[config.mk]
export PLATFORM = sky130hd
export DESIGN_NAME = esc_serial_cmd
export DESIGN_NICKNAME = d
export VERILOG_FILES = /design/src/hw/esc_pkg.sv /design/src/hw/esc_link_if.sv /design/src/hw/esc_serial_cmd.sv /design/src/hw/esc_link_front.sv
export SDC_FILE = /design/constraint.sdc
export NUM_CORES = 1
export LEC_CHECK = 0
export BUFFER_PORTS_ARGS = -buffer_cell sky130_fd_sc_hd__buf_2
export CORE_ASPECT_RATIO = 0.75
export CORE_MARGIN = 4
export CORE_UTILIZATION = 30
export DETAILED_ROUTE_END_ITERATION = 8
export RECOVER_POWER = 25
export SLEW_MARGIN = 0
export SYNTH_ARGS = -nofsm -noshare
export SYNTH_HDL_FRONTEND = slang
export SYNTH_SLANG_ARGS = --single-unit
[constraint.sdc]
create_clock -name SYS_CLK -period 5.02 [get_ports SYS_CLK]
set_clock_uncertainty 0.05 [all_clocks]
set_input_delay 1.255 -clock SYS_CLK [delete_from_list [all_inputs] [get_ports SYS_CLK]]
set_output_delay 1.255 -clock SYS_CLK [all_outputs]
set_load 0.005 [all_outputs]
[src/hw/esc_pkg.sv]
package esc_pkg;
  // System clock and two-wire clock timeout
  localparam int CLK_PERIOD_NS = 50;
  localparam int TIMEOUT_NS = 20000;
  localparam int TIMEOUT_CYC = (TIMEOUT_NS + CLK_PERIOD_NS - 1) / CLK_PERIOD_NS;
  // Frame geometry
  localparam int CMD_BITS = 5;
  localparam int NORM_BITS = 16;
  localparam int FUSE_BITS = 62;
  localparam int EXT_SUB = 4;
  localparam logic [5:0] CMD_LAST = 6'h04;
  localparam logic [5:0] NORM_LAST = 6'h0f;
  localparam logic [5:0] FUSE_LAST = 6'h3d;
  localparam logic [1:0] SUB_LAST = 2'h3;
  // Command codes
  localparam logic [4:0] CMD_CFG = 5'h17;
  localparam logic [4:0] CMD_TURN_SET = 5'h14;
  localparam logic [4:0] CMD_EXT_EN = 5'h10;
  localparam logic [4:0] CMD_TURN_RD = 5'h04;
  localparam logic [4:0] CMD_ANGLE = 5'h00;
  localparam logic [4:0] CMD_FUSE_WR = 5'h1f;
  localparam logic [4:0] CMD_FUSE_PROGRAMMING_PIN = 5'h19;
  localparam logic [4:0] CMD_FUSE_RD = 5'h0f;
  localparam logic [4:0] CMD_FUSE_ANA = 5'h09;
  localparam logic [15:0] EXT_KEY = 16'h8cae;
  // Configuration word fields
  localparam int CFG_SLEEP_BIT = 15;
  localparam int CFG_SRST_BIT = 14;
  localparam int CFG_HYST_LSB = 10;
  localparam logic [15:0] CFG_RESET = 16'h0000;
  // Hysteresis code to LSB steps, indexed by code: 00->2, 01->1, 10->3, 11->0
  localparam logic [7:0] HYST_MAP = 8'h36;
  localparam logic [1:0] HYST_STEPS_RESET = 2'h2;
  // Turn counter fields
  localparam int TURN_LSB = 7;
  localparam int TURN_OK_BIT = 6;
  localparam logic [8:0] TURN_RESET = 9'h000;
  // Fuse word fields
  localparam int FUSE_LOCK_BIT = 21;
  localparam int FUSE_USER_BITS = 21;
  localparam int FUSE_ZERO_LSB = 0;
  localparam int FUSE_POLE_LSB = 9;
  localparam int FUSE_ABI_LSB = 12;
  localparam int FUSE_GAIN_LSB = 14;
  localparam int FUSE_RBIT = 16;
  localparam int FUSE_RADDR_LSB = 17;
  // Arbitrary neutral power-up image of the fuse word
  localparam logic [61:0] FUSE_RESET = 62'h0;

  typedef enum logic [2:0] {
    ST_CMD = 3'b001,
    ST_DATA = 3'b010,
    ST_DONE = 3'b100
  } esc_state_t;
endpackage

[src/hw/esc_link_if.sv]
`timescale 1ns/100ps
interface esc_link_if;
  logic serial_clock_in_rise;
  logic serial_clock_in_fall;
  logic data_bit;
  logic frame_rst;
  logic two_wire;
  modport front (output serial_clock_in_rise, serial_clock_in_fall, data_bit, frame_rst, two_wire);
  modport core (input serial_clock_in_rise, serial_clock_in_fall, data_bit, frame_rst, two_wire);
endinterface

[src/hw/esc_serial_cmd.sv]
`timescale 1ns/100ps
// How it works
// - Three-wire transaction starts at chip select rise.
// - Three-wire: chip select low holds interface in reset.
// - Two-wire: clock timeout resets the interface.
// - Three-wire: chain output marks cycle end.
// - Two-wire chain: first fall sets, end clears.
// - First command bit selects write or read.
// - Code 10111 loads sleep, soft reset, hysteresis.
// - Preset and read turn counter with fuse flag.
// - Code 10000 with key enables extended mode.
// - Code 00000 returns lock, gain, angle.
// - Sleep bit controls sleep; registers kept.
// - Lock flag reads low during sleep.
// - Hysteresis codes map to 2,1,3,0 LSB.
// - Code 11111 soft-writes the fuse word.
// - Code 11001 programs bits 0-20 unless locked.
// - Code 01111 reads back the fuse word.
// - Code 01001 streams fuse bits on programming pin.
// - Fuse word fields: zero, poles, abi, gain, redundancy.
// - Extended data bits last four clocks each.
// - Normal frame: 5-bit command, 16 data bits.
module esc_serial_cmd #(
  parameter int TIMEOUT_CYC = esc_pkg::TIMEOUT_CYC,
  parameter logic [61:0] FUSE_INIT = esc_pkg::FUSE_RESET
) (
  input wire logic SYS_CLK, // 20 MHz system clock
  input wire logic RST_N, // Asynchronous reset, active low
  input wire logic CHIP_SELECT, // Three-wire frame select pin
  input wire logic SERIAL_CLOCK_IN, // Serial clock pin
  input wire logic SERIAL_DATA_IN, // Data line level
  output logic SERIAL_DATA_OUT, // Data line drive value
  output logic SERIAL_DATA_OE_N, // Data line enable, low drives
  input wire logic FRAMING_SELECT, // Low three-wire, high two-wire
  output logic CHAIN_OUT, // Daisy chain output
  input wire logic [8:0] ANGLE_IN, // Angle from converter
  input wire logic [5:0] AGC_IN, // Gain control value
  input wire logic LOCK_IN, // Converter tracking locked
  input wire logic FUSE_OK_IN, // Fuse readout check result
  output logic SLEEP_REQUEST, // Sleep request bit
  output logic SOFT_RESET, // Soft reset bit
  output logic [1:0] HYST_STEPS, // Hysteresis in LSB
  output logic [8:0] TURN_COUNT, // Multi-turn counter
  output logic EXT_MODE, // Extended mode active
  output logic [61:0] FUSE_WORD, // Shadow fuse word
  output logic FUSE_PROGRAMMING_PIN_STROBE, // One-cycle program request
  output logic [20:0] FUSE_PROGRAMMING_PIN_DATA, // User bits to program
  output logic PROGRAMMING_PIN_OUT, // Fuse bit level during readback
  output logic PROGRAMMING_PIN_OE_N // Programming pin enable, low drives
);
  esc_link_if lnk ();

  esc_link_front #(
    .TIMEOUT_CYC(TIMEOUT_CYC)
  ) u_front (
    .clk(SYS_CLK),
    .rst_n(RST_N),
    .cs_pin(CHIP_SELECT),
    .serial_clock_in_pin(SERIAL_CLOCK_IN),
    .dio_pin(SERIAL_DATA_IN),
    .framing_pin(FRAMING_SELECT),
    .lnk(lnk.front)
  );

  esc_pkg::esc_state_t state;
  logic [5:0] bit_cnt;
  logic [1:0] sub_cnt;
  logic [4:0] cmd;
  logic [61:0] sh;
  logic ext_op;
  logic rd_op;
  logic cap;
  logic drive_n;
  logic ana_n;
  logic [15:0] config_word;
  logic fuse_ok;
  logic ok_caught;
  logic [61:0] read_val;

  wire rx = lnk.serial_clock_in_rise && !lnk.frame_rst;
  wire [4:0] cmd_full = {cmd[3:0], lnk.data_bit};
  wire is_ext = (cmd_full == esc_pkg::CMD_FUSE_WR) || (cmd_full == esc_pkg::CMD_FUSE_PROGRAMMING_PIN)
                || (cmd_full == esc_pkg::CMD_FUSE_RD) || (cmd_full == esc_pkg::CMD_FUSE_ANA);
  wire ext_ok = is_ext && EXT_MODE;
  wire is_rd_known = (cmd_full == esc_pkg::CMD_ANGLE) || (cmd_full == esc_pkg::CMD_TURN_RD)
                     || (ext_ok && cmd_full == esc_pkg::CMD_FUSE_RD);
  wire is_ana = ext_ok && (cmd_full == esc_pkg::CMD_FUSE_ANA);
  wire cmd_end = (state == esc_pkg::ST_CMD) && rx && (bit_cnt == esc_pkg::CMD_LAST);
  wire grp_end = !ext_op || (sub_cnt == esc_pkg::SUB_LAST);
  wire bit_in = ext_op ? cap : lnk.data_bit;
  wire [61:0] word = {sh[60:0], bit_in};
  wire [5:0] last_bit = ext_op ? esc_pkg::FUSE_LAST : esc_pkg::NORM_LAST;
  wire last = grp_end && (bit_cnt == last_bit);
  wire data_end = (state == esc_pkg::ST_DATA) && rx && last;
  wire exec = data_end && !rd_op;
  wire lock_seen = LOCK_IN && !config_word[esc_pkg::CFG_SLEEP_BIT];
  wire [8:0] turn_field = word[esc_pkg::TURN_LSB +: 9];
  wire [15:0] word16 = word[15:0];
  wire fuse_lock = FUSE_WORD[esc_pkg::FUSE_LOCK_BIT];
  wire [1:0] hyst_code = word[esc_pkg::CFG_HYST_LSB +: 2];

  always_comb
  begin
    read_val = '0;
    case (cmd_full)
      esc_pkg::CMD_ANGLE: read_val = {lock_seen, AGC_IN, ANGLE_IN, 46'h0};
      esc_pkg::CMD_TURN_RD: read_val = {TURN_COUNT, fuse_ok, 6'h00, 46'h0};
      esc_pkg::CMD_FUSE_RD: read_val = EXT_MODE ? FUSE_WORD : '0;
      esc_pkg::CMD_FUSE_ANA: read_val = EXT_MODE ? FUSE_WORD : '0;
      default: read_val = '0;
    endcase
  end

  always_ff @(posedge SYS_CLK or negedge RST_N)
  begin
    if (!RST_N)
    begin
      state <= esc_pkg::ST_CMD;
      bit_cnt <= '0;
      sub_cnt <= '0;
      cmd <= '0;
      sh <= '0;
      ext_op <= 1'b0;
      rd_op <= 1'b0;
      cap <= 1'b0;
      drive_n <= 1'b1;
      ana_n <= 1'b1;
    end
    // new frame begins from command receive
    // held idle while the frame is reset
    else if (lnk.frame_rst)
    begin
      state <= esc_pkg::ST_CMD;
      bit_cnt <= '0;
      sub_cnt <= '0;
      drive_n <= 1'b1;
      ana_n <= 1'b1;
    end
    else if (rx)
    begin
      case (state)
        esc_pkg::ST_CMD:
        begin
          cmd <= cmd_full;
          bit_cnt <= cmd_end ? 6'h00 : bit_cnt + 6'h01;
          if (cmd_end)
          begin
            state <= esc_pkg::ST_DATA;
            // extended codes only count in extended mode
            ext_op <= ext_ok;
            rd_op <= ~cmd_full[4];
            sh <= read_val;
            drive_n <= ~is_rd_known;
            ana_n <= ~is_ana;
          end
        end
        esc_pkg::ST_DATA:
        begin
          sub_cnt <= ext_op ? sub_cnt + 2'h1 : 2'h0;
          if (sub_cnt == 2'h0)
            cap <= lnk.data_bit;
          if (grp_end)
          begin
            sh <= word;
            bit_cnt <= bit_cnt + 6'h01;
          end
          // frame ends after its last data bit
          if (last)
          begin
            state <= esc_pkg::ST_DONE;
            drive_n <= 1'b1;
            ana_n <= 1'b1;
          end
        end
        esc_pkg::ST_DONE: state <= esc_pkg::ST_DONE;
        default: state <= esc_pkg::ST_CMD;
      endcase
    end
  end

  always_ff @(posedge SYS_CLK or negedge RST_N)
  begin
    if (!RST_N)
    begin
      config_word <= esc_pkg::CFG_RESET;
      HYST_STEPS <= esc_pkg::HYST_STEPS_RESET;
      TURN_COUNT <= esc_pkg::TURN_RESET;
      EXT_MODE <= 1'b0;
      FUSE_WORD <= FUSE_INIT;
      FUSE_PROGRAMMING_PIN_STROBE <= 1'b0;
      FUSE_PROGRAMMING_PIN_DATA <= '0;
      fuse_ok <= 1'b0;
      ok_caught <= 1'b0;
    end
    else
    begin
      FUSE_PROGRAMMING_PIN_STROBE <= 1'b0;
      ok_caught <= 1'b1;
      if (!ok_caught || (data_end && ext_op))
        fuse_ok <= FUSE_OK_IN;
      if (exec)
      begin
        case (cmd)
          // sleep bit drives sleep, registers kept
          esc_pkg::CMD_CFG:
          begin
            config_word <= word16;
            HYST_STEPS <= esc_pkg::HYST_MAP[2 * hyst_code +: 2];
          end
          esc_pkg::CMD_TURN_SET: TURN_COUNT <= turn_field;
          esc_pkg::CMD_EXT_EN: EXT_MODE <= EXT_MODE || (word16 == esc_pkg::EXT_KEY);
          esc_pkg::CMD_FUSE_WR: FUSE_WORD <= ext_op ? word : FUSE_WORD;
          // user bits only, blocked by lock bit
          esc_pkg::CMD_FUSE_PROGRAMMING_PIN:
          begin
            if (ext_op && !fuse_lock)
            begin
              FUSE_WORD[esc_pkg::FUSE_USER_BITS-1:0] <= word[esc_pkg::FUSE_USER_BITS-1:0];
              FUSE_PROGRAMMING_PIN_DATA <= word[esc_pkg::FUSE_USER_BITS-1:0];
              FUSE_PROGRAMMING_PIN_STROBE <= 1'b1;
            end
          end
          default: EXT_MODE <= EXT_MODE;
        endcase
      end
    end
  end

  always_ff @(posedge SYS_CLK or negedge RST_N)
  begin
    if (!RST_N)
      CHAIN_OUT <= 1'b0;
    else if (lnk.frame_rst)
      CHAIN_OUT <= 1'b0;
    // two-wire chain set on first fall, cleared at end
    else if (lnk.two_wire)
    begin
      if (state == esc_pkg::ST_DONE)
        CHAIN_OUT <= 1'b0;
      else if (lnk.serial_clock_in_fall)
        CHAIN_OUT <= 1'b1;
    end
    else
      CHAIN_OUT <= (state == esc_pkg::ST_DONE);
  end

  assign SERIAL_DATA_OUT = sh[61];
  assign SERIAL_DATA_OE_N = drive_n;
  assign PROGRAMMING_PIN_OUT = sh[61];
  assign PROGRAMMING_PIN_OE_N = ana_n;
  assign SLEEP_REQUEST = config_word[esc_pkg::CFG_SLEEP_BIT];
  assign SOFT_RESET = config_word[esc_pkg::CFG_SRST_BIT];
endmodule // esc_serial_cmd

[src/hw/esc_link_front.sv]
`timescale 1ns/100ps
module esc_link_front #(
  parameter int TIMEOUT_CYC = esc_pkg::TIMEOUT_CYC
) (
  input wire logic clk, // System clock
  input wire logic rst_n, // Asynchronous reset, active low
  input wire logic cs_pin, // Chip select pin
  input wire logic serial_clock_in_pin, // Serial clock pin
  input wire logic dio_pin, // Serial data pin level
  input wire logic framing_pin, // Framing select pin
  esc_link_if.front lnk // Synchronised link events
);
  localparam int CW = $clog2(TIMEOUT_CYC + 1);
  localparam logic [CW-1:0] QUIET_MAX = CW'(TIMEOUT_CYC);

  logic [3:0] raw;
  logic [3:0] meta;
  logic [3:0] sync;
  logic serial_clock_in_d;
  logic [CW-1:0] quiet_cnt;

  assign raw = {framing_pin, dio_pin, serial_clock_in_pin, cs_pin};

  genvar i;
  generate
    for (i = 0; i < 4; i++)
    begin : g_sync
      always_ff @(posedge clk or negedge rst_n)
      begin
        if (!rst_n)
        begin
          meta[i] <= 1'b0;
          sync[i] <= 1'b0;
        end
        else
        begin
          meta[i] <= raw[i];
          sync[i] <= meta[i];
        end
      end
    end
  endgenerate

  wire edge_now = sync[1] ^ serial_clock_in_d;
  wire quiet_full = (quiet_cnt == QUIET_MAX);
  wire next_expired = !edge_now && quiet_full;

  always_ff @(posedge clk or negedge rst_n)
  begin
    if (!rst_n)
    begin
      serial_clock_in_d <= 1'b0;
      quiet_cnt <= QUIET_MAX;
      lnk.serial_clock_in_rise <= 1'b0;
      lnk.serial_clock_in_fall <= 1'b0;
      lnk.data_bit <= 1'b0;
      lnk.two_wire <= 1'b0;
      lnk.frame_rst <= 1'b1;
    end
    else
    begin
      serial_clock_in_d <= sync[1];
      quiet_cnt <= edge_now ? '0 : (quiet_full ? quiet_cnt : quiet_cnt + 1'b1);
      lnk.serial_clock_in_rise <= sync[1] & ~serial_clock_in_d;
      lnk.serial_clock_in_fall <= ~sync[1] & serial_clock_in_d;
      lnk.data_bit <= sync[2];
      lnk.two_wire <= sync[3];
      // chip select low or timeout resets
      lnk.frame_rst <= sync[3] ? next_expired : ~sync[0];
    end
  end
endmodule // esc_link_front

**After elaboration in Yosys (flattened, before gate mapping)**

Index checks and enable logic that the tools add are counted.

- Shift operators: 1
- Add/sub/neg operators: 3
- Reduce and logical (&&, ||, !) cells: 51
- Multiplexer cells: 43
- Bitwise operators: 10
- Equal/unequal tests: 27

Operators with widths:

| cell | number |
|---|---|
| 2-to-1 mux 62 bit | 3 |
| one-hot mux 62 bit (3 select lines) | 1 |
| one-hot mux 62 bit (2 select lines) | 1 |
| 2-to-1 mux 21 bit | 2 |
| one-hot mux 21 bit (2 select lines) | 1 |
| equality test 5 bit (second input constant) | 7 |
| 2-to-1 mux 6 bit | 5 |
| 2-to-1 mux 9 bit | 2 |
| equality test 16 bit (second input constant) | 1 |
| 2-to-1 mux 1 bit | 16 |
| AND reduction 4 bit | 4 |
| AND reduction 3 bit | 5 |
| logical AND 1 bit | 14 |
| 2-to-1 mux 3 bit | 4 |
| one-hot mux 6 bit (2 select lines) | 1 |
| equality test 5 x 4 -> 1 bit (second input constant) | 2 |
| adder 9 x 1 -> 9 bit (second input constant) | 1 |
| equality test 9 bit (second input constant) | 1 |
| != test 3 x 2 -> 1 bit (second input constant) | 3 |
| one-hot mux 3 bit (3 select lines) | 1 |
| logical OR 1 bit | 8 |
| 2-to-1 mux 2 bit | 4 |
| != test 2 bit (second input constant) | 4 |
| AND reduction 2 bit | 4 |
| other kinds (23) | 40 |

- Flip-flop bits (word level): 221
- Input bits: 23
- Word-level logic and storage cells: 171
- Output and inout port bits: 103

**Logic depth before layout (Yosys ltp)**

- Word-level depth: 12
- Depth in mapped cells: 8
- Gate-level depth less buffers: 6

**Hierarchy**

Synthesis repeated with hierarchy kept, for this count alone.

- Cell total of the unflattened synthesis: 814
- Area total of the unflattened synthesis: 9282.7 µm²

Modules (own cells, without submodules):

| module | area each (µm²) | cells each | sequential area each (µm²) | times used |
|---|---|---|---|---|
| esc_serial_cmd | 8381.8 | 744 | 4609.4 | 1 |
| esc_link_front | 900.9 | 70 | 580.6 | 1 |

**Worst setup path before layout**

No wires, ideal clock.

- Path type: register to register
- Start: register state[0]
- End: register sh[11]
- Cell stages (with the launch flop): 8
- Period minus slack after synthesis: 2.192 ns
- Required time: 4.845 ns
- Buffers on the path: 3
- Data arrival time: 2.017 ns
- Library setup time: 0.125 ns
- Setup slack: 2.828 ns
- Path through: dfstp_2 -> clkbuf_1 -> nor2b_1 -> buf_2 -> nand3_2 -> a21oi_4 -> buf_4 -> mux2_2

- Cells in the longest elaborated chain, start to end: 5
- Elaborated cells between the ends (all ways): 9
- Classes of those cells: eq/ne (4); mux (1); reduce/logical (4)

Ends and longest elaborated chain:

| element | line | RTL |
|---|---|---|
| start: declaration | esc_serial_cmd.sv:65 | `esc_pkg::esc_state_t state;` |
| start signal: assignment | esc_serial_cmd.sv:118 | `state <= esc_pkg::ST_CMD;` |
| start signal: assignment | esc_serial_cmd.sv:133 | `state <= esc_pkg::ST_CMD;` |
| start signal: assignment | esc_serial_cmd.sv:148 | `state <= esc_pkg::ST_DATA;` |
| equality test 3 x 1 -> 1 bit | esc_serial_cmd.sv:88, esc_serial_cmd.sv:141 |  |
| logical AND 1 bit (2 in series) | esc_serial_cmd.sv:88 | `wire cmd_end = (state == esc_pkg::ST_CMD) && rx && (bit_cnt == esc_pkg::CMD_LAST);` |
| != test 2 bit (no line) | n/a |  |
| AND reduction 5 bit (no line) | n/a |  |
| end signal: assignment | esc_serial_cmd.sv:152 | `sh <= read_val;` |
| end signal: assignment | esc_serial_cmd.sv:164 | `sh <= word;` |
| end: declaration | esc_serial_cmd.sv:69 | `logic [61:0] sh;` |

Several ways; a longest one is shown, not always the timed one.
A chain may end at the register's enable or synchronous reset.

**Final worst setup path**

- Start: register bit_cnt[4]
- End: register sh[5]

- Cells in the longest elaborated chain, start to end: 4

Ends and longest elaborated chain:

| element | line | RTL |
|---|---|---|
| start: declaration | esc_serial_cmd.sv:66 | `logic [5:0] bit_cnt;` |
| start signal: assignment | esc_serial_cmd.sv:145 | `bit_cnt <= cmd_end ? 6'h00 : bit_cnt + 6'h01;` |
| start signal: assignment | esc_serial_cmd.sv:165 | `bit_cnt <= bit_cnt + 6'h01;` |
| equality test 6 x 3 -> 1 bit | esc_serial_cmd.sv:88 |  |
| logical AND 1 bit | esc_serial_cmd.sv:88 |  |
| != test 2 bit (no line) | n/a |  |
| AND reduction 5 bit (no line) | n/a |  |

Every way passes these cells.

==> impl_metrics.toml <==
[placed_design]
routabilityCongestion = 0.8349
dpl_cell_area_sq_um = 10820
dpl.hpwl_mm = 16.80
io_buffers = 125
placed_cells = 1358
pre_cts_ws_ns = 1.833

[cts]
clockBufferDepth = 3
cts_resized = 0
path_clk_slew_ns = 0.06
root_buffer = "clkbuf_16"
insertion_delay_ns = 0.51
numCtsBuffers = 23
h-tree-depth = 1
clock_sinks = 207
cts_tree = "built"
postCtsSetupBuffers = 0
cts_hold_buf = 0

[floorplan]
fp.dieArea_sq_um = 35610
pin_count = 126
start_util_pct = 30.84
die_y_microns = 164.4
core_area_sq_um = 31740
fp.dieW_microns = 216.6
rows = 56

[layout]
fin_util_pct = 36.45
fillers = 3131
fin_cells = 1399
syn_to_final_growth_pct = 18.19
drive_gt1_share_pct = 35.27
ff_latch_area_sq_um = 5190
multiInputGateArea_sq_um = 4207
fin_nets = 983
antenna_cells = 0
final_area_sq_um = 11570

[critical_path]
max_stage_delay_ns = 0.97
cp_cell_sequence = "nor4b_1 -> nand3_2 -> a21oi_4 -> buf_4 -> mux2_2"
critPathCaptureType = "flop"
critPathCapture = "sh[5]"
worst_ep_required_time_ns = 5.37
slowest_stage = "nor4b_1"
regToRegSetupSlack_ns = 1.34
r2r_start = "bit_cnt[4]"
startpoint_type = "flop"
startpoint = "bit_cnt[4]"
critical_path_peak_fanout = 54
arrival_ns = 4.03
crit_type = "flop to flop"
rr_worst_depth = 5
r2r_end = "sh[5]"

[synth]
ys_async_sr_fraction_pct = 100.0
synth_nets = 876
synth_xor_area_share_pct = 0.8820
synth_common_cells = "dfrtp_1, mux2_2, nand2_1"
synth_edf_count = 0
synth_simple_gate_area_share_pct = 12.40
post-synth-top-area-cell = "dfrtp_1"
synth_cell_types = 63
ys.flop_type = "dfrtp_1"
synth_top_family_by_area = "multiplexers"
yosys_warnings = 0
yosys.area_share.adder_pct = 1.534
muxShareOfSynthArea_pct = 18.37
synth_seq_cells = 207
ys_seq_area_share_pct = 53.02
syn_avg_cell_area_sq_um = 11.64
yosysMostFrequentCell = "dfrtp_1"
synth_compound_area_share_pct = 9.817
yosys-top-cells-area = "dfrtp_1, mux2_2, nand2_1"
syn-cell-area_sq_um = 9788
syn_inst = 841
synth_top_area_share_pct = 50.88

[sta]
worstMarginPinSlew_ns = 2.855
setup_tns_ns = 0
fin_hold_ws_ns = 0.3016
setup_viol = 0
drv_slew = 109
rsz0062_at_grt = "false"
hold_violations = 0
post-route-period-util_pct = 73.31
layout_setup_ws_ns = 1.340
fin_crit_ns = 3.680
slew_headroom_pct = -90.31
max_freq_ghz = 0.2717

[grt]
antenna_found_initial = 0
gr-total-overflow = 0
grt_start_max_net_pins = 110
grt_first_pass_wirelength_mm = 40.59
grt_use_total_pct = 14.15
grt_pass1_vias = 6990

[status]
outcome = "complete, but fails checks"
violations = "capacitance limit, slew limit"

[power]
vdd_drop_max_v = 0.0003086
power_mw = 3.912
powerDensity_nw_per_um2 = 338.2
p_leak_nw = 5.391

[route]
routed_wl_mm = 25.13
first_pass_iters = 5
ant_nets = 0
drc = 0
vias = 6893
vias_per_cell = 4.927
drt-wirelength-per-cell_microns = 17.96
drtIter0Drc = 428

[hold_path]
hold_class = "flop to flop"

[run]
drv_cap = 1
## cell type report
| class | instances | share of cell area, % |
|---|---|---|
| flip-flops and latches | 207 | 44.86 |
| repair buffers | 141 | 6.554 |
| inverters | 28 | 0.9085 |
| multi-input cells | 547 | 36.36 |
| well taps | 435 | 4.705 |
| clock buffers | 33 | 5.992 |
| clock inverters | 8 | 0.6165 |
## flip-flops by register name, indices dropped and copies added (netlist names), 2 cells and up
register,cells
FUSE_WORD,62
cmd,5
config_word,2
sub_cnt,2
u_front.quiet_cnt,9
TURN_COUNT,9
sh,62
HYST_STEPS,2
u_front.meta,4
FUSE_PROGRAMMING_PIN_DATA,21
bit_cnt,6
u_front.sync,4
state,3
## power by group
part	total, mW	internal [mW]	switching [mW]
sequential	1.83	1.75	0.0834
combinational	0.391	0.137	0.254
clock	1.69	1.01	0.683
## worst max-delay path, delay by kind of cell, from the launching register on
family          cells  cell delay [ns]
compound gates      1             0.41
flops               1             0.47
simple gates        2             1.51
mux                 1             0.41
buf+inv             1             0.64
## worst min path at each step
stage | start | endpoint | slack, ns | depth (start not counted)
6_report | u_front.sync[2] | u_front.lnk.data_bit | 0.30 | 0
4_1_cts | u_front.sync[2] | u_front.lnk.data_bit | 0.30 | 0
3_5_place_dp | u_front.sync[2] | u_front.lnk.data_bit | 0.29 | 0
3_3_place_gp | u_front.meta[2] | u_front.sync[2] | 0.29 | 0
2_1_floorplan | u_front.sync[2] | u_front.lnk.data_bit | 0.28 | 0
5_1_grt | u_front.meta[2] | u_front.sync[2] | 0.31 | 0
## cell families (layout without fill, tap and decap cells)
group | count (synthesis) | count (layout)
simple gates | 227 | 227
flops | 207 | 207
mux | 161 | 161
compound gates | 137 | 137
buf+inv | 87 | 210
fa+ha+maj | 12 | 12
xor+xnor | 9 | 9
other cells | 1 | 1
## metal layers
metal	share of wire [%]	GRT usage (%)	wire, microns	vias up
met5	0	0	0	-
met1	47	19.93	11880	3458
met3	7.2	4.377	1800	31
met2	44	21.59	10950	167
li1	-	-	-	3237
met4	2.0	3.024	493	0
## layout by cell type, fill, tap and decap left out, types with 3 or more instances in the layout
cell	instances
a21oi_1	13
a221oi_1	16
a2bb2oi_1	17
and2_0	3
and2_1	4
and3_1	3
buf_2	124
buf_4	15
clkbuf_16	23
clkbuf_8	8
clkinv_2	5
dfrtp_1	199
dfstp_2	7
ha_1	12
inv_1	28
mux2_1	10
mux2_2	139
mux2i_1	12
nand2_1	106
nand2b_1	10
nand3_1	10
nand4_1	9
nand4b_1	3
nor2_1	18
nor2b_1	10
nor3_1	3
nor3b_1	8
nor4_1	19
o211ai_1	18
o21ai_0	49
o31ai_1	3
or3_1	4
or4_1	3
xnor2_1	7
Power figures use the tool's default switching activity.
